### src/inc/tcs_pkg.sv
package tcs_pkg;
   // ----------------------------------------
   // register byte offsets
   // ----------------------------------------
   localparam logic [7:0] MODE_OFS = 8'h00;
   localparam logic [7:0] PAIR_OFS = 8'h04;
   localparam logic [7:0] OFFSET_OFS = 8'h08;
   localparam logic [7:0] STATUS_OFS = 8'h0c;
   // ----------------------------------------
   // mode register fields, reset values and offset fields
   // ----------------------------------------
   localparam int RATE_MODE_BIT = 0;
   localparam int IN_RATE_LSB = 1;
   localparam int OUT_RATE_LSB = 3;
   localparam int SW_CFG_LSB = 5;
   localparam int MUX_BUS_BIT = 7;
   localparam logic [7:0] MODE_RESET = 8'h00;
   localparam logic [7:0] PAIR_RESET = 8'h00;
   localparam logic [3:0] OFFSET_RESET = 4'h0;
   localparam int OFFSET_EN_BIT = 3;
   localparam logic [2:0] OFFSET_MAX = 3'h4;
   // ----------------------------------------
   // encodings
   // ----------------------------------------
   typedef enum logic [1:0] {
      RATE_2M = 2'b00,
      RATE_4M = 2'b01,
      RATE_8M = 2'b10
   } tcs_rate_t;
   typedef enum logic [1:0] {
      CFG_8X8 = 2'b00,
      CFG_16X8 = 2'b01,
      CFG_PAIR = 2'b10,
      CFG_NIBBLE = 2'b11
   } tcs_cfg_t;
   localparam logic [1:0] AXI_OKAY = 2'b00;
   localparam logic [1:0] AXI_SLVERR = 2'b10;
   localparam int FRAME_SYNC_STAGES = 3;
endpackage

### src/inc/tcs_cfg_if.sv
`timescale 1ns/100ps
interface tcs_cfg_if;
   logic rate_mode_select;
   logic [1:0] input_rate_field;
   logic [1:0] output_rate_field;
   logic [1:0] switch_config_field;
   logic mux_bus;
   logic [3:0] pair_a;
   logic [3:0] pair_b;
   logic [15:0] in_enable;
   logic [9:0] out_enable;
   logic [7:0] channels;
   logic nibble;
   logic blocking;
   logic const_delay_ok;
   logic fast_clock;
   logic offset_ok;
   logic cfg_error;
   modport decoder (
      input rate_mode_select, input_rate_field, output_rate_field, switch_config_field,
      input mux_bus, pair_a, pair_b,
      output in_enable, out_enable, channels, nibble, blocking, const_delay_ok,
      output fast_clock, offset_ok, cfg_error
   );
   modport owner (
      output rate_mode_select, input_rate_field, output_rate_field, switch_config_field,
      output mux_bus, pair_a, pair_b,
      input in_enable, out_enable, channels, nibble, blocking, const_delay_ok,
      input fast_clock, offset_ok, cfg_error
   );
endinterface

### src/rtl/tcs_decode.sv
`timescale 1ns/100ps
// combinational decode of the operating arrangement
module tcs_decode (
   tcs_cfg_if.decoder cfg
);
   // ----------------------------------------
   // helpers
   // ----------------------------------------
   function automatic logic [15:0] low_mask(input logic [4:0] n);
      low_mask = 16'hffff >> (5'd16 - n);
   endfunction

   function automatic logic [15:0] pair_bit(input logic [3:0] p);
      pair_bit = (p >= 4'h2 && p <= 4'h9) ? (16'h0001 << p) : 16'h0000;
   endfunction

   // ----------------------------------------
   // arrangement decode
   // ----------------------------------------
   always_comb begin
      logic [4:0] ni;
      logic [4:0] no;
      logic [15:0] out_mask;
      ni = 5'd0;
      no = 5'd0;
      out_mask = 16'h0000;
      cfg.channels = 8'd32;
      cfg.nibble = 1'b0;
      cfg.blocking = 1'b0;
      cfg.const_delay_ok = 1'b1;
      cfg.fast_clock = 1'b0;
      cfg.cfg_error = 1'b0;
      cfg.in_enable = 16'h0000;
      cfg.out_enable = 10'h000;
      if (!cfg.rate_mode_select) begin
         case (cfg.input_rate_field)
            tcs_pkg::RATE_2M: begin
               case (cfg.switch_config_field)
                  tcs_pkg::CFG_8X8: begin
                     ni = 5'd8;
                     no = 5'd8;
                  end
                  tcs_pkg::CFG_16X8: begin
                     ni = 5'd16;
                     no = 5'd8;
                     cfg.blocking = 1'b1;
                     cfg.const_delay_ok = 1'b0;
                     cfg.cfg_error = !cfg.mux_bus;
                     if (!cfg.mux_bus) begin
                        ni = 5'd0;
                        no = 5'd0;
                     end
                  end
                  tcs_pkg::CFG_PAIR: begin
                     // fixed pairs plus a and b; delay choice kept
                     ni = 5'd2;
                     no = 5'd2;
                     cfg.in_enable = pair_bit(cfg.pair_a) | pair_bit(cfg.pair_b);
                     cfg.out_enable = cfg.in_enable[9:0];
                     cfg.cfg_error = (pair_bit(cfg.pair_a) == 16'h0000) ||
                                     (pair_bit(cfg.pair_b) == 16'h0000) ||
                                     (cfg.pair_a == cfg.pair_b);
                  end
                  default: begin
                     // 64 nibbles; eight in four out
                     ni = 5'd8;
                     no = 5'd4;
                     cfg.channels = 8'd64;
                     cfg.nibble = 1'b1;
                     cfg.blocking = 1'b1;
                     cfg.const_delay_ok = 1'b0;
                  end
               endcase
            end
            tcs_pkg::RATE_4M: begin
               cfg.channels = 8'd64;
               if (cfg.switch_config_field == tcs_pkg::CFG_8X8) begin
                  ni = 5'd8;
                  no = 5'd4;
                  cfg.blocking = 1'b1;
                  cfg.const_delay_ok = 1'b0;
               end else begin
                  ni = 5'd4;
                  no = 5'd4;
               end
            end
            tcs_pkg::RATE_8M: begin
               ni = 5'd2;
               no = 5'd2;
               cfg.channels = 8'd128;
               cfg.fast_clock = 1'b1;
            end
            default: begin
               cfg.cfg_error = 1'b1;
            end
         endcase
      end else begin
         // two rate fields; non-blocking; stream counts
         case ({cfg.input_rate_field, cfg.output_rate_field})
            {tcs_pkg::RATE_2M, tcs_pkg::RATE_4M}: begin
               ni = 5'd8;
               no = 5'd4;
            end
            {tcs_pkg::RATE_2M, tcs_pkg::RATE_8M}: begin
               ni = 5'd8;
               no = 5'd2;
               cfg.fast_clock = 1'b1;
            end
            {tcs_pkg::RATE_4M, tcs_pkg::RATE_2M}: begin
               ni = 5'd4;
               no = 5'd8;
            end
            {tcs_pkg::RATE_8M, tcs_pkg::RATE_2M}: begin
               ni = 5'd2;
               no = 5'd8;
               cfg.fast_clock = 1'b1;
            end
            default: begin
               cfg.cfg_error = 1'b1;
            end
         endcase
         cfg.channels = 8'd0;
      end
      cfg.in_enable = cfg.in_enable | low_mask(ni);
      // only ten output streams exist, so the mask is cut to its low bits
      out_mask = low_mask(no);
      cfg.out_enable = cfg.out_enable | out_mask[9:0];
      cfg.offset_ok = (cfg.input_rate_field == tcs_pkg::RATE_4M) ||
                      (cfg.input_rate_field == tcs_pkg::RATE_8M);
   end
endmodule

### src/rtl/tcs_switch_cfg.sv
`timescale 1ns/100ps
module tcs_switch_cfg (
   // clock, reset, enable
   input wire logic CLOCK,
   input wire logic ARST_N,
   input wire logic CE,
   // axi4-lite write address
   input wire logic [7:0] AWADDR,
   input wire logic AWVALID,
   output logic AWREADY,
   // axi4-lite write data
   input wire logic [31:0] WDATA,
   input wire logic [3:0] WSTRB,
   input wire logic WVALID,
   output logic WREADY,
   // axi4-lite write response
   output logic [1:0] BRESP,
   output logic BVALID,
   input wire logic BREADY,
   // axi4-lite read
   input wire logic [7:0] ARADDR,
   input wire logic ARVALID,
   output logic ARREADY,
   output logic [31:0] RDATA,
   output logic [1:0] RRESP,
   output logic RVALID,
   input wire logic RREADY,
   // serial link
   input wire logic FRAME_PULSE_IN,
   input wire logic [15:0] SERIAL_IN_LINES,
   output logic [15:0] SAMPLED_IN_LINES,
   output logic IN_FRAME,
   output logic OUT_FRAME,
   output logic [9:0] SERIAL_OUT_OE_N,
   // arrangement status
   output logic BLOCKING,
   output logic CONST_DELAY_OK,
   output logic NIBBLE_MODE,
   output logic FAST_CLOCK
);
   // ----------------------------------------
   // reset release
   // ----------------------------------------
   logic rst_meta;
   logic rst_n;
   // two stage release so the design leaves reset on a clean edge
   always_ff @(posedge CLOCK or negedge ARST_N) begin
      if (!ARST_N) begin
         rst_meta <= 1'b0;
         rst_n <= 1'b0;
      end else begin
         rst_meta <= 1'b1;
         rst_n <= rst_meta;
      end
   end

   // ----------------------------------------
   // registers and decode
   // ----------------------------------------
   logic [7:0] mode;
   logic [7:0] pair_select_reg;
   logic [3:0] input_offset_reg;
   logic [7:0] next_mode;
   logic [7:0] next_pair;
   logic [3:0] next_offset;
   tcs_cfg_if cfg ();

   assign cfg.rate_mode_select = mode[tcs_pkg::RATE_MODE_BIT];
   assign cfg.input_rate_field = mode[tcs_pkg::IN_RATE_LSB +: 2];
   assign cfg.output_rate_field = mode[tcs_pkg::OUT_RATE_LSB +: 2];
   assign cfg.switch_config_field = mode[tcs_pkg::SW_CFG_LSB +: 2];
   assign cfg.mux_bus = mode[tcs_pkg::MUX_BUS_BIT];
   assign cfg.pair_a = pair_select_reg[3:0];
   assign cfg.pair_b = pair_select_reg[7:4];

   tcs_decode u_decode (
      .cfg(cfg)
   );

   // ----------------------------------------
   // axi4-lite slave
   // ----------------------------------------
   logic aw_held;
   logic w_held;
   logic [7:0] aw_addr;
   logic [31:0] w_data;
   logic [3:0] w_strb;
   logic next_aw_held;
   logic next_w_held;
   logic [7:0] next_aw_addr;
   logic [31:0] next_w_data;
   logic [3:0] next_w_strb;
   logic next_awready;
   logic next_wready;
   logic next_bvalid;
   logic [1:0] next_bresp;
   logic next_arready;
   logic next_rvalid;
   logic [31:0] next_rdata;
   logic [1:0] next_rresp;

   // write channel: address and data taken in either order, answer follows both
   always_comb begin
      next_aw_held = aw_held;
      next_w_held = w_held;
      next_aw_addr = aw_addr;
      next_w_data = w_data;
      next_w_strb = w_strb;
      next_bvalid = BVALID;
      next_bresp = BRESP;
      next_mode = mode;
      next_pair = pair_select_reg;
      next_offset = input_offset_reg;
      if (AWVALID && AWREADY) begin
         next_aw_held = 1'b1;
         next_aw_addr = AWADDR;
      end
      if (WVALID && WREADY) begin
         next_w_held = 1'b1;
         next_w_data = WDATA;
         next_w_strb = WSTRB;
      end
      if (BVALID && BREADY) begin
         next_bvalid = 1'b0;
      end
      if (aw_held && w_held && !BVALID) begin
         next_aw_held = 1'b0;
         next_w_held = 1'b0;
         next_bvalid = 1'b1;
         next_bresp = tcs_pkg::AXI_OKAY;
         case (aw_addr)
            tcs_pkg::MODE_OFS: begin
               if (w_strb[0]) begin
                  next_mode = w_data[7:0];
               end
            end
            tcs_pkg::PAIR_OFS: begin
               if (w_strb[0]) begin
                  next_pair = w_data[7:0];
               end
            end
            tcs_pkg::OFFSET_OFS: begin
               if (w_strb[0]) begin
                  next_offset = w_data[3:0];
               end
            end
            tcs_pkg::STATUS_OFS: begin
               next_bresp = tcs_pkg::AXI_SLVERR; // read only
            end
            default: begin
               next_bresp = tcs_pkg::AXI_SLVERR;
            end
         endcase
      end
      // one write in flight: ready only while that channel is empty
      next_awready = !next_aw_held && !next_bvalid;
      next_wready = !next_w_held && !next_bvalid;
   end

   // read channel: answer one cycle after the address is taken
   always_comb begin
      next_arready = ARREADY;
      next_rvalid = RVALID;
      next_rdata = RDATA;
      next_rresp = RRESP;
      if (RVALID && RREADY) begin
         next_rvalid = 1'b0;
         next_arready = 1'b1;
      end
      if (ARVALID && ARREADY) begin
         next_arready = 1'b0;
         next_rvalid = 1'b1;
         next_rresp = tcs_pkg::AXI_OKAY;
         case (ARADDR)
            tcs_pkg::MODE_OFS: next_rdata = {24'h000000, mode};
            tcs_pkg::PAIR_OFS: next_rdata = {24'h000000, pair_select_reg};
            tcs_pkg::OFFSET_OFS: next_rdata = {28'h0000000, input_offset_reg};
            tcs_pkg::STATUS_OFS: begin
               next_rdata = {cfg.channels, 2'b00, cfg.out_enable, 6'h00,
                             cfg.cfg_error, cfg.offset_ok, cfg.fast_clock,
                             cfg.nibble, cfg.const_delay_ok, cfg.blocking};
            end
            default: begin
               next_rdata = 32'h00000000;
               next_rresp = tcs_pkg::AXI_SLVERR;
            end
         endcase
      end
   end

   always_ff @(posedge CLOCK or negedge rst_n) begin
      if (!rst_n) begin
         aw_held <= 1'b0;
         w_held <= 1'b0;
         aw_addr <= 8'h00;
         w_data <= 32'h00000000;
         w_strb <= 4'h0;
         AWREADY <= 1'b0;
         WREADY <= 1'b0;
         BVALID <= 1'b0;
         BRESP <= 2'b00;
         ARREADY <= 1'b0;
         RVALID <= 1'b0;
         RDATA <= 32'h00000000;
         RRESP <= 2'b00;
         mode <= tcs_pkg::MODE_RESET;
         pair_select_reg <= tcs_pkg::PAIR_RESET;
         input_offset_reg <= tcs_pkg::OFFSET_RESET;
      end else if (CE) begin
         aw_held <= next_aw_held;
         w_held <= next_w_held;
         aw_addr <= next_aw_addr;
         w_data <= next_w_data;
         w_strb <= next_w_strb;
         AWREADY <= next_awready;
         WREADY <= next_wready;
         BVALID <= next_bvalid;
         BRESP <= next_bresp;
         ARREADY <= next_arready || (!RVALID && !ARREADY);
         RVALID <= next_rvalid;
         RDATA <= next_rdata;
         RRESP <= next_rresp;
         mode <= next_mode;
         pair_select_reg <= next_pair;
         input_offset_reg <= next_offset;
      end
   end

   // ----------------------------------------
   // pin synchronisers
   // ----------------------------------------
   logic [2:0] fp_sync;
   logic [15:0] in_s1;
   logic [15:0] in_s2;
   logic [15:0] in_s3;
   logic fp_level;
   logic next_fp_level;
   logic [15:0] in_level;
   logic [15:0] next_in_level;

   // a change counts only once stages two and three agree
   always_comb begin
      next_fp_level = (fp_sync[1] == fp_sync[2]) ? fp_sync[2] : fp_level;
      for (int i = 0; i < 16; i++) begin
         next_in_level[i] = (in_s2[i] == in_s3[i]) ? in_s3[i] : in_level[i];
      end
   end

   always_ff @(posedge CLOCK or negedge rst_n) begin
      if (!rst_n) begin
         fp_sync <= 3'b000;
         in_s1 <= 16'h0000;
         in_s2 <= 16'h0000;
         in_s3 <= 16'h0000;
         fp_level <= 1'b0;
         in_level <= 16'h0000;
      end else if (CE) begin
         fp_sync <= {fp_sync[1:0], FRAME_PULSE_IN};
         in_s1 <= SERIAL_IN_LINES;
         in_s2 <= in_s1;
         in_s3 <= in_s2;
         fp_level <= next_fp_level;
         in_level <= next_in_level;
      end
   end

   // ----------------------------------------
   // frame timing and offset
   // ----------------------------------------
   logic fp_prev;
   logic [2:0] off_cnt;
   logic off_run;
   logic [2:0] next_off_cnt;
   logic next_off_run;
   logic next_in_frame;
   logic fp_edge;
   logic offset_active;
   logic [2:0] offset_amount;

   assign fp_edge = fp_level && !fp_prev;
   // offset honoured only at higher rates
   assign offset_active = input_offset_reg[tcs_pkg::OFFSET_EN_BIT] && cfg.offset_ok;
   // amounts above four are clamped rather than refused
   assign offset_amount = (input_offset_reg[2:0] > tcs_pkg::OFFSET_MAX) ?
                          tcs_pkg::OFFSET_MAX : input_offset_reg[2:0];

   // virtual input frame delayed by offset
   always_comb begin
      next_off_cnt = off_cnt;
      next_off_run = off_run;
      next_in_frame = 1'b0;
      if (fp_edge) begin
         if (!offset_active || offset_amount == 3'd0) begin
            next_in_frame = 1'b1;
            next_off_run = 1'b0;
         end else begin
            next_off_cnt = offset_amount - 3'd1;
            next_off_run = 1'b1;
         end
      end else if (off_run) begin
         if (off_cnt == 3'd0) begin
            next_in_frame = 1'b1;
            next_off_run = 1'b0;
         end else begin
            next_off_cnt = off_cnt - 3'd1;
         end
      end
   end

   always_ff @(posedge CLOCK or negedge rst_n) begin
      if (!rst_n) begin
         fp_prev <= 1'b0;
         off_cnt <= 3'd0;
         off_run <= 1'b0;
         IN_FRAME <= 1'b0;
         OUT_FRAME <= 1'b0;
      end else if (CE) begin
         fp_prev <= fp_level;
         off_cnt <= next_off_cnt;
         off_run <= next_off_run;
         IN_FRAME <= next_in_frame;
         OUT_FRAME <= fp_edge;
      end
   end

   // ----------------------------------------
   // stream gating and status outputs
   // ----------------------------------------
   // mask inputs, float unused outputs
   always_ff @(posedge CLOCK or negedge rst_n) begin
      if (!rst_n) begin
         SAMPLED_IN_LINES <= 16'h0000;
         SERIAL_OUT_OE_N <= 10'h3ff;
         BLOCKING <= 1'b0;
         CONST_DELAY_OK <= 1'b0;
         NIBBLE_MODE <= 1'b0;
         FAST_CLOCK <= 1'b0;
      end else if (CE) begin
         SAMPLED_IN_LINES <= cfg.cfg_error ? 16'h0000 : (in_level & cfg.in_enable);
         SERIAL_OUT_OE_N <= cfg.cfg_error ? 10'h3ff : ~cfg.out_enable;
         BLOCKING <= cfg.blocking;
         CONST_DELAY_OK <= cfg.const_delay_ok;
         NIBBLE_MODE <= cfg.nibble;
         FAST_CLOCK <= cfg.fast_clock;
      end
   end
endmodule

### config.mk
export PLATFORM = sky130hd
export DESIGN_NAME = tcs_switch_cfg
export DESIGN_NICKNAME = d
export VERILOG_FILES = /design/src/inc/tcs_pkg.sv /design/src/inc/tcs_cfg_if.sv /design/src/rtl/tcs_decode.sv /design/src/rtl/tcs_switch_cfg.sv
export SDC_FILE = /design/constraint.sdc
export NUM_CORES = 1
export LEC_CHECK = 0
export BUFFER_PORTS_ARGS = -buffer_cell sky130_fd_sc_hd__buf_4
export CAP_MARGIN = 20
export CORE_ASPECT_RATIO = 1.1
export CORE_MARGIN = 2
export CORE_UTILIZATION = 57
export CTS_CLUSTER_SIZE = 16
export DETAILED_ROUTE_END_ITERATION = 10
export GPL_ROUTABILITY_DRIVEN = 0
export PLACE_DENSITY = 0.81
export SLEW_MARGIN = 10
export SYNTH_ARGS = -nofsm -noshare
export SYNTH_HDL_FRONTEND = slang
export SYNTH_HIERARCHICAL = 1
export SYNTH_SLANG_ARGS = --single-unit
### constraint.sdc
create_clock -name CLOCK -period 8.25 [get_ports CLOCK]
set_clock_uncertainty 0.05 [all_clocks]
set_input_delay 2.0625 -clock CLOCK [delete_from_list [all_inputs] [get_ports CLOCK]]
set_output_delay 2.0625 -clock CLOCK [all_outputs]
set_load 0.01 [all_outputs]
=== Word level (Yosys, flattened, before mapping) ===
Index checks and enable logic that the tools add are counted.

* Output and inout bits: 73
* Register bits after elaboration: 187
* Input bits: 77
* Logic and storage cells: 242

* Magnitude comparators: 5
* Reductions and logical operators: 73
* Equality and inequality tests: 33
* Bitwise gates (word level): 5
* Multiplexer cells: 68
* Shift-type cells: 4
* Add/subtract/negate cells: 4

{| class="wikitable"
|+ Operator list
! kind !! number
|-
| one-hot mux 32 bit (4 select lines) || 1
|-
| two-way mux 16 bit || 6
|-
| one-hot mux 5 bit (3 select lines) || 3
|-
| AND reduction 2 bit || 22
|-
| two-way mux 10 bit || 4
|-
| logical NOT 16 bit || 2
|-
| two-way mux 1 bit || 32
|-
| bitwise OR 16 bit || 2
|-
| << shifter 1 x 4 -> 16 bit, first input constant || 2
|-
| == test 8 x 4 -> 1 bit, second input constant || 3
|-
| one-hot mux 4 bit (3 select lines) || 2
|-
| one-hot mux 8 bit (3 select lines) || 1
|-
| == test 1 bit || 17
|-
| AND 16 bit || 1
|-
| == test 8 x 3 -> 1 bit, second input constant || 2
|-
| logical NOT 8 bit || 2
|-
| AND reduction 4 bit || 4
|-
| >> shifter 16 x 5 -> 10 bit, first input constant || 1
|-
| >> shifter 16 x 5 -> 16 bit, first input constant || 1
|-
| two-way mux 3 bit || 5
|-
| two-way mux 5 bit || 3
|-
| logical AND 1 bit || 14
|-
| inverter 10 bit || 1
|-
| bitwise OR 10 bit || 1
|-
| other kinds (27) || 60
|}

=== Longest topological paths before layout ===
* Depth after elaboration: 10
* Depth in mapped cells: 11

=== Hierarchy ===
The synthesis kept the hierarchy.

{| class="wikitable"
|+ By module, submodules not included
! module !! area each (um^2) !! instances !! cells each
|-
| tcs_switch_cfg || 7255.7 || 1 || 560
|-
| tcs_decode || 1086.0 || 1 || 159
|}

=== Worst setup path before layout ===
Ideal clock, no wire load.

* Path type: input-to-reg
* From: input port CE
* To: register mode[0]
* Path buffers: 1
* Library setup time: 0.125 ns
* Data required time: 8.075 ns
* Setup slack: 4.848 ns
* Cell stages on the path: 5
* Arrival time: 3.226 ns
* Cells stage by stage: and4b_2 > nand4_4 > or3_1 > buf_6 > mux2_4

* Word-level cells in the longest chain between the ends: 1

{| class="wikitable"
|+ RTL lines
! what !! RTL line !! RTL
|-
| start: declaration || tcs_switch_cfg.sv:6 || <nowiki>input wire logic CE,</nowiki>
|-
| AND reduction 4 bit (no source line) || -- ||
|-
| end signal: assignment || tcs_switch_cfg.sv:206 || <nowiki>mode <= tcs_pkg::MODE_RESET;</nowiki>
|-
| end signal: assignment || tcs_switch_cfg.sv:223 || <nowiki>mode <= next_mode;</nowiki>
|-
| end: declaration || tcs_switch_cfg.sv:60 || <nowiki>logic [7:0] mode;</nowiki>
|}

No other way between the ends.
A chain may end at the register's enable or synchronous reset.

=== Final worst setup path ===
* From: input port CE
* To: register mode[3]

The elaborated chain is that of the path after synthesis.

==> reports/qor.csv <==
metric;value;unit
Max Slew Vio Count;0;
outcome;finished clean;
number of global-route vias before repair;6064;
initial antenna violation count;0;
Crit Reg-Reg Endpoint;SAMPLED_IN_LINES[8]$_DFFE_PN0P_;
clk slew on worst S/H paths;0.07;ns
GR Util All Layers;0.238;
DR WL/cell;17.8;um
Distinct cells, synth;68;
I/O pin total;150;
total CTS buffers;17;
largest net degree at the start of global routing;112;
Starting Density;0.580;
clk root buf;clkbuf_16;
Post-Route WL;18.2;mm
Clock Sinks;179;
Max Cap Violations;0;
proportion of synthesized area in mux cells;0.127;
H-tree levels;4;
Largest Register;RDATA;
top cell type's share of synthesized area;0.507;
post-synthesis register bit count;179;
CP max-delay cell;or3_1;
hold_buf cts;0;
fmax;266;MHz
CTS tree;built;
data required time of the worst path;8.51;ns
compound-gate portion of the synthesized area;0.141;
Synth Area in Adders;0.0225;
first-pass GRT wire length;29.6;mm
drt first pass iters;5;
final setup TNS;0;ns
DR iter-0 viols;624;
Max-slew headroom;0.295;
worst hold path class;flip-flop to asynchronous set/reset pin;
Core Rows;46;
Final Cycle Share;0.455;
Final Hold Viols;0;
final net count;909;
via-per-instance ratio;5.84;
largest family of logic cells by synthesized area;compound AO/OA/AOI/OAI gates;
Setup crit start kind;input pin;
Synth Area in Simple Gates;0.108;
Chip Height;131;um
worst setup path category;input pin to flip-flop;
total power;2.73;mW
Filler cells;1073;
final worst slack;4.49;ns
DIE AREA;15600;um^2
EDFF count, synth;0;
critical-path maximum fanout;47;
Final setup viols;0;
dpl ws;4.06;ns
Syn. warnings;6;
Post-DP Area;9240;um^2
mean cell area of the mapped netlist;11.6;um^2
PD cells;278;nW/um^2
VDD IR max;0.146;mV
post-synthesis xor/xnor area fraction;0.0103;
RSZ-0062 raised after global routing;no;
postcts setup bufs;0;
clock insertion delay at the later pin of the skew report;0.43;ns
Layout area overhead;17.7;%
core area;14400;um^2
total number of vias;5966;
total grt overflow;0;
worst-path cell chain;buf_4 > and4b_2 > nand4_4 > or3_1 > mux2_4;
Resize count post-CTS;0;
slowest stage delay, CP;0.58;ns
Post-DRT Antenna Nets;0;
crit path capture type;flip-flop;
port buffer count;114;
Seq/Total Area, Yosys;0.538;
fin crit period;3.76;ns
layout cells sized above 1;0.314;
Syn Std Cell Area;8340;um^2
asr flop ratio synth;1.00;
CP arrival;4.02;ns
post-route cell area;9820;um^2
die width;119;um
largest cells by area after synthesis;dfrtp_1 (51%), mux2_2 (9.7%), o21ai_0 (3.7%);
cell taking the most area after synthesis;dfrtp_1;
DRC violations left;0;
leakage;4.64;nW
Post-synth top flop;dfrtp_1;
Largest register FFs;26;
Worst R2R Setup Slack;4.93;ns
worst-margin pin slew;1.06;ns
Synth Instances;719;
hpwl dp;12.4;mm
reg2reg path depth;8;
antenna cells;0;
CTS max path bufs;2;
Reg2Reg Launch Point;mode[2]$_DFFE_PN0P_;
cells in the mapped netlist (4+ instances only):
master and number:
nor3_1 6, mux2_2 72, clkbuf_1 25, and2_1 8
inv_1 39, mux2i_1 4, buf_2 5, nor4bb_1 4
nand3_1 7, a21oi_1 28, buf_4 16, dfstp_2 10
nand2_1 48, o22ai_1 4, xnor2_1 7, a41o_1 16
o21ai_1 9, mux4_2 4, nor3b_1 7, nor2_1 23
dfrtp_1 169, o21ai_0 62, ha_1 15, nand2b_1 6
nor2b_1 22, a21o_1 5, a31oi_1 11, mux2_4 8
a22o_1 22
cell usage in the layout (no fill, tap or decap), drive strengths merged, types with 9 or more instances in the layout:
cell type,n
inv,47
a31oi,11
a41o,16
nor2,24
ha,15
dfrtp,169
mux2,80
nand2,48
a22o,22
o21ai,71
a21oi,28
clkbuf,17
buf,119
nor3b,9
and2,9
nor2b,22
conb,14
dfstp,10
logic make-up after synthesis:
family                     Yosys count
AOI/OAI and AO/OA                  178
xor gates and xnor gates             9
adders and majority gates           15
buffers and inverters               92
DFF                                179
muxes                               88
other                                3
and+or+nand+nor                    155
per-layer routing:
| layer | wire (um) | part of all wire | track usage | up-vias |
|---|---|---|---|---|
| met5 | 0 | 0 | 0 | - |
| li1 | - | - | - | 2741 |
| met1 | 7590 | 0.42 | 0.291 | 2991 |
| met3 | 881 | 0.048 | 0.0430 | 32 |
| met4 | 388 | 0.021 | 0.0900 | 0 |
| met2 | 9380 | 0.51 | 0.425 | 202 |
worst max path at each step:
stage / end / from / slack (ns)
global placement: RDATA[20]$_DFFE_PN0P_ / CE / 4.11
global route: mode[3]$_DFFE_PN0P_ / CE / 4.42
floorplan: ARREADY$_DFFE_PN0P_ / rst_n$_DFF_PN0_ / 2.86
CTS: RDATA[18]$_DFFE_PN0P_ / CE / 4.50
finish: mode[3]$_DFFE_PN0P_ / CE / 4.49
detailed placement: RDATA[18]$_DFFE_PN0P_ / CE / 4.06
through the flow:
step,utilization,hold WS (ns),instances
2_1_floorplan,-,0.281,730
3_3_place_gp,0.642,0.287,989
3_5_place_dp,0.642,0.297,989
4_1_cts,0.682,0.313,1021
5_1_grt,0.682,0.330,1022
6_report,0.682,0.308,1022
final cells by class:
cell class / instances / area, um^2 / share of cell area
clock inverters: 15 / 145 / 0.0148
inverters: 41 / 154 / 0.0157
repair buffers: 119 / 893 / 0.0910
clock buffers: 17 / 425 / 0.0433
flip-flops and latches: 179 / 4500 / 0.458
multi-input cells: 459 / 3460 / 0.353
well taps: 192 / 240 / 0.0245
power breakdown:
group / switching, mW / internal (mW)
Sequential: 0.181 / 1.09
Clock: 0.379 / 0.401
Combinational: 0.342 / 0.343
Total: 0.902 / 1.83
critical path: cells and delay by family:
kind / cells / cell delay, ns
buffers and inverters: 1 / 0.41
muxes: 1 / 0.39
and+or+nand+nor: 3 / 1.13
(Power assumes the default switching activity.)
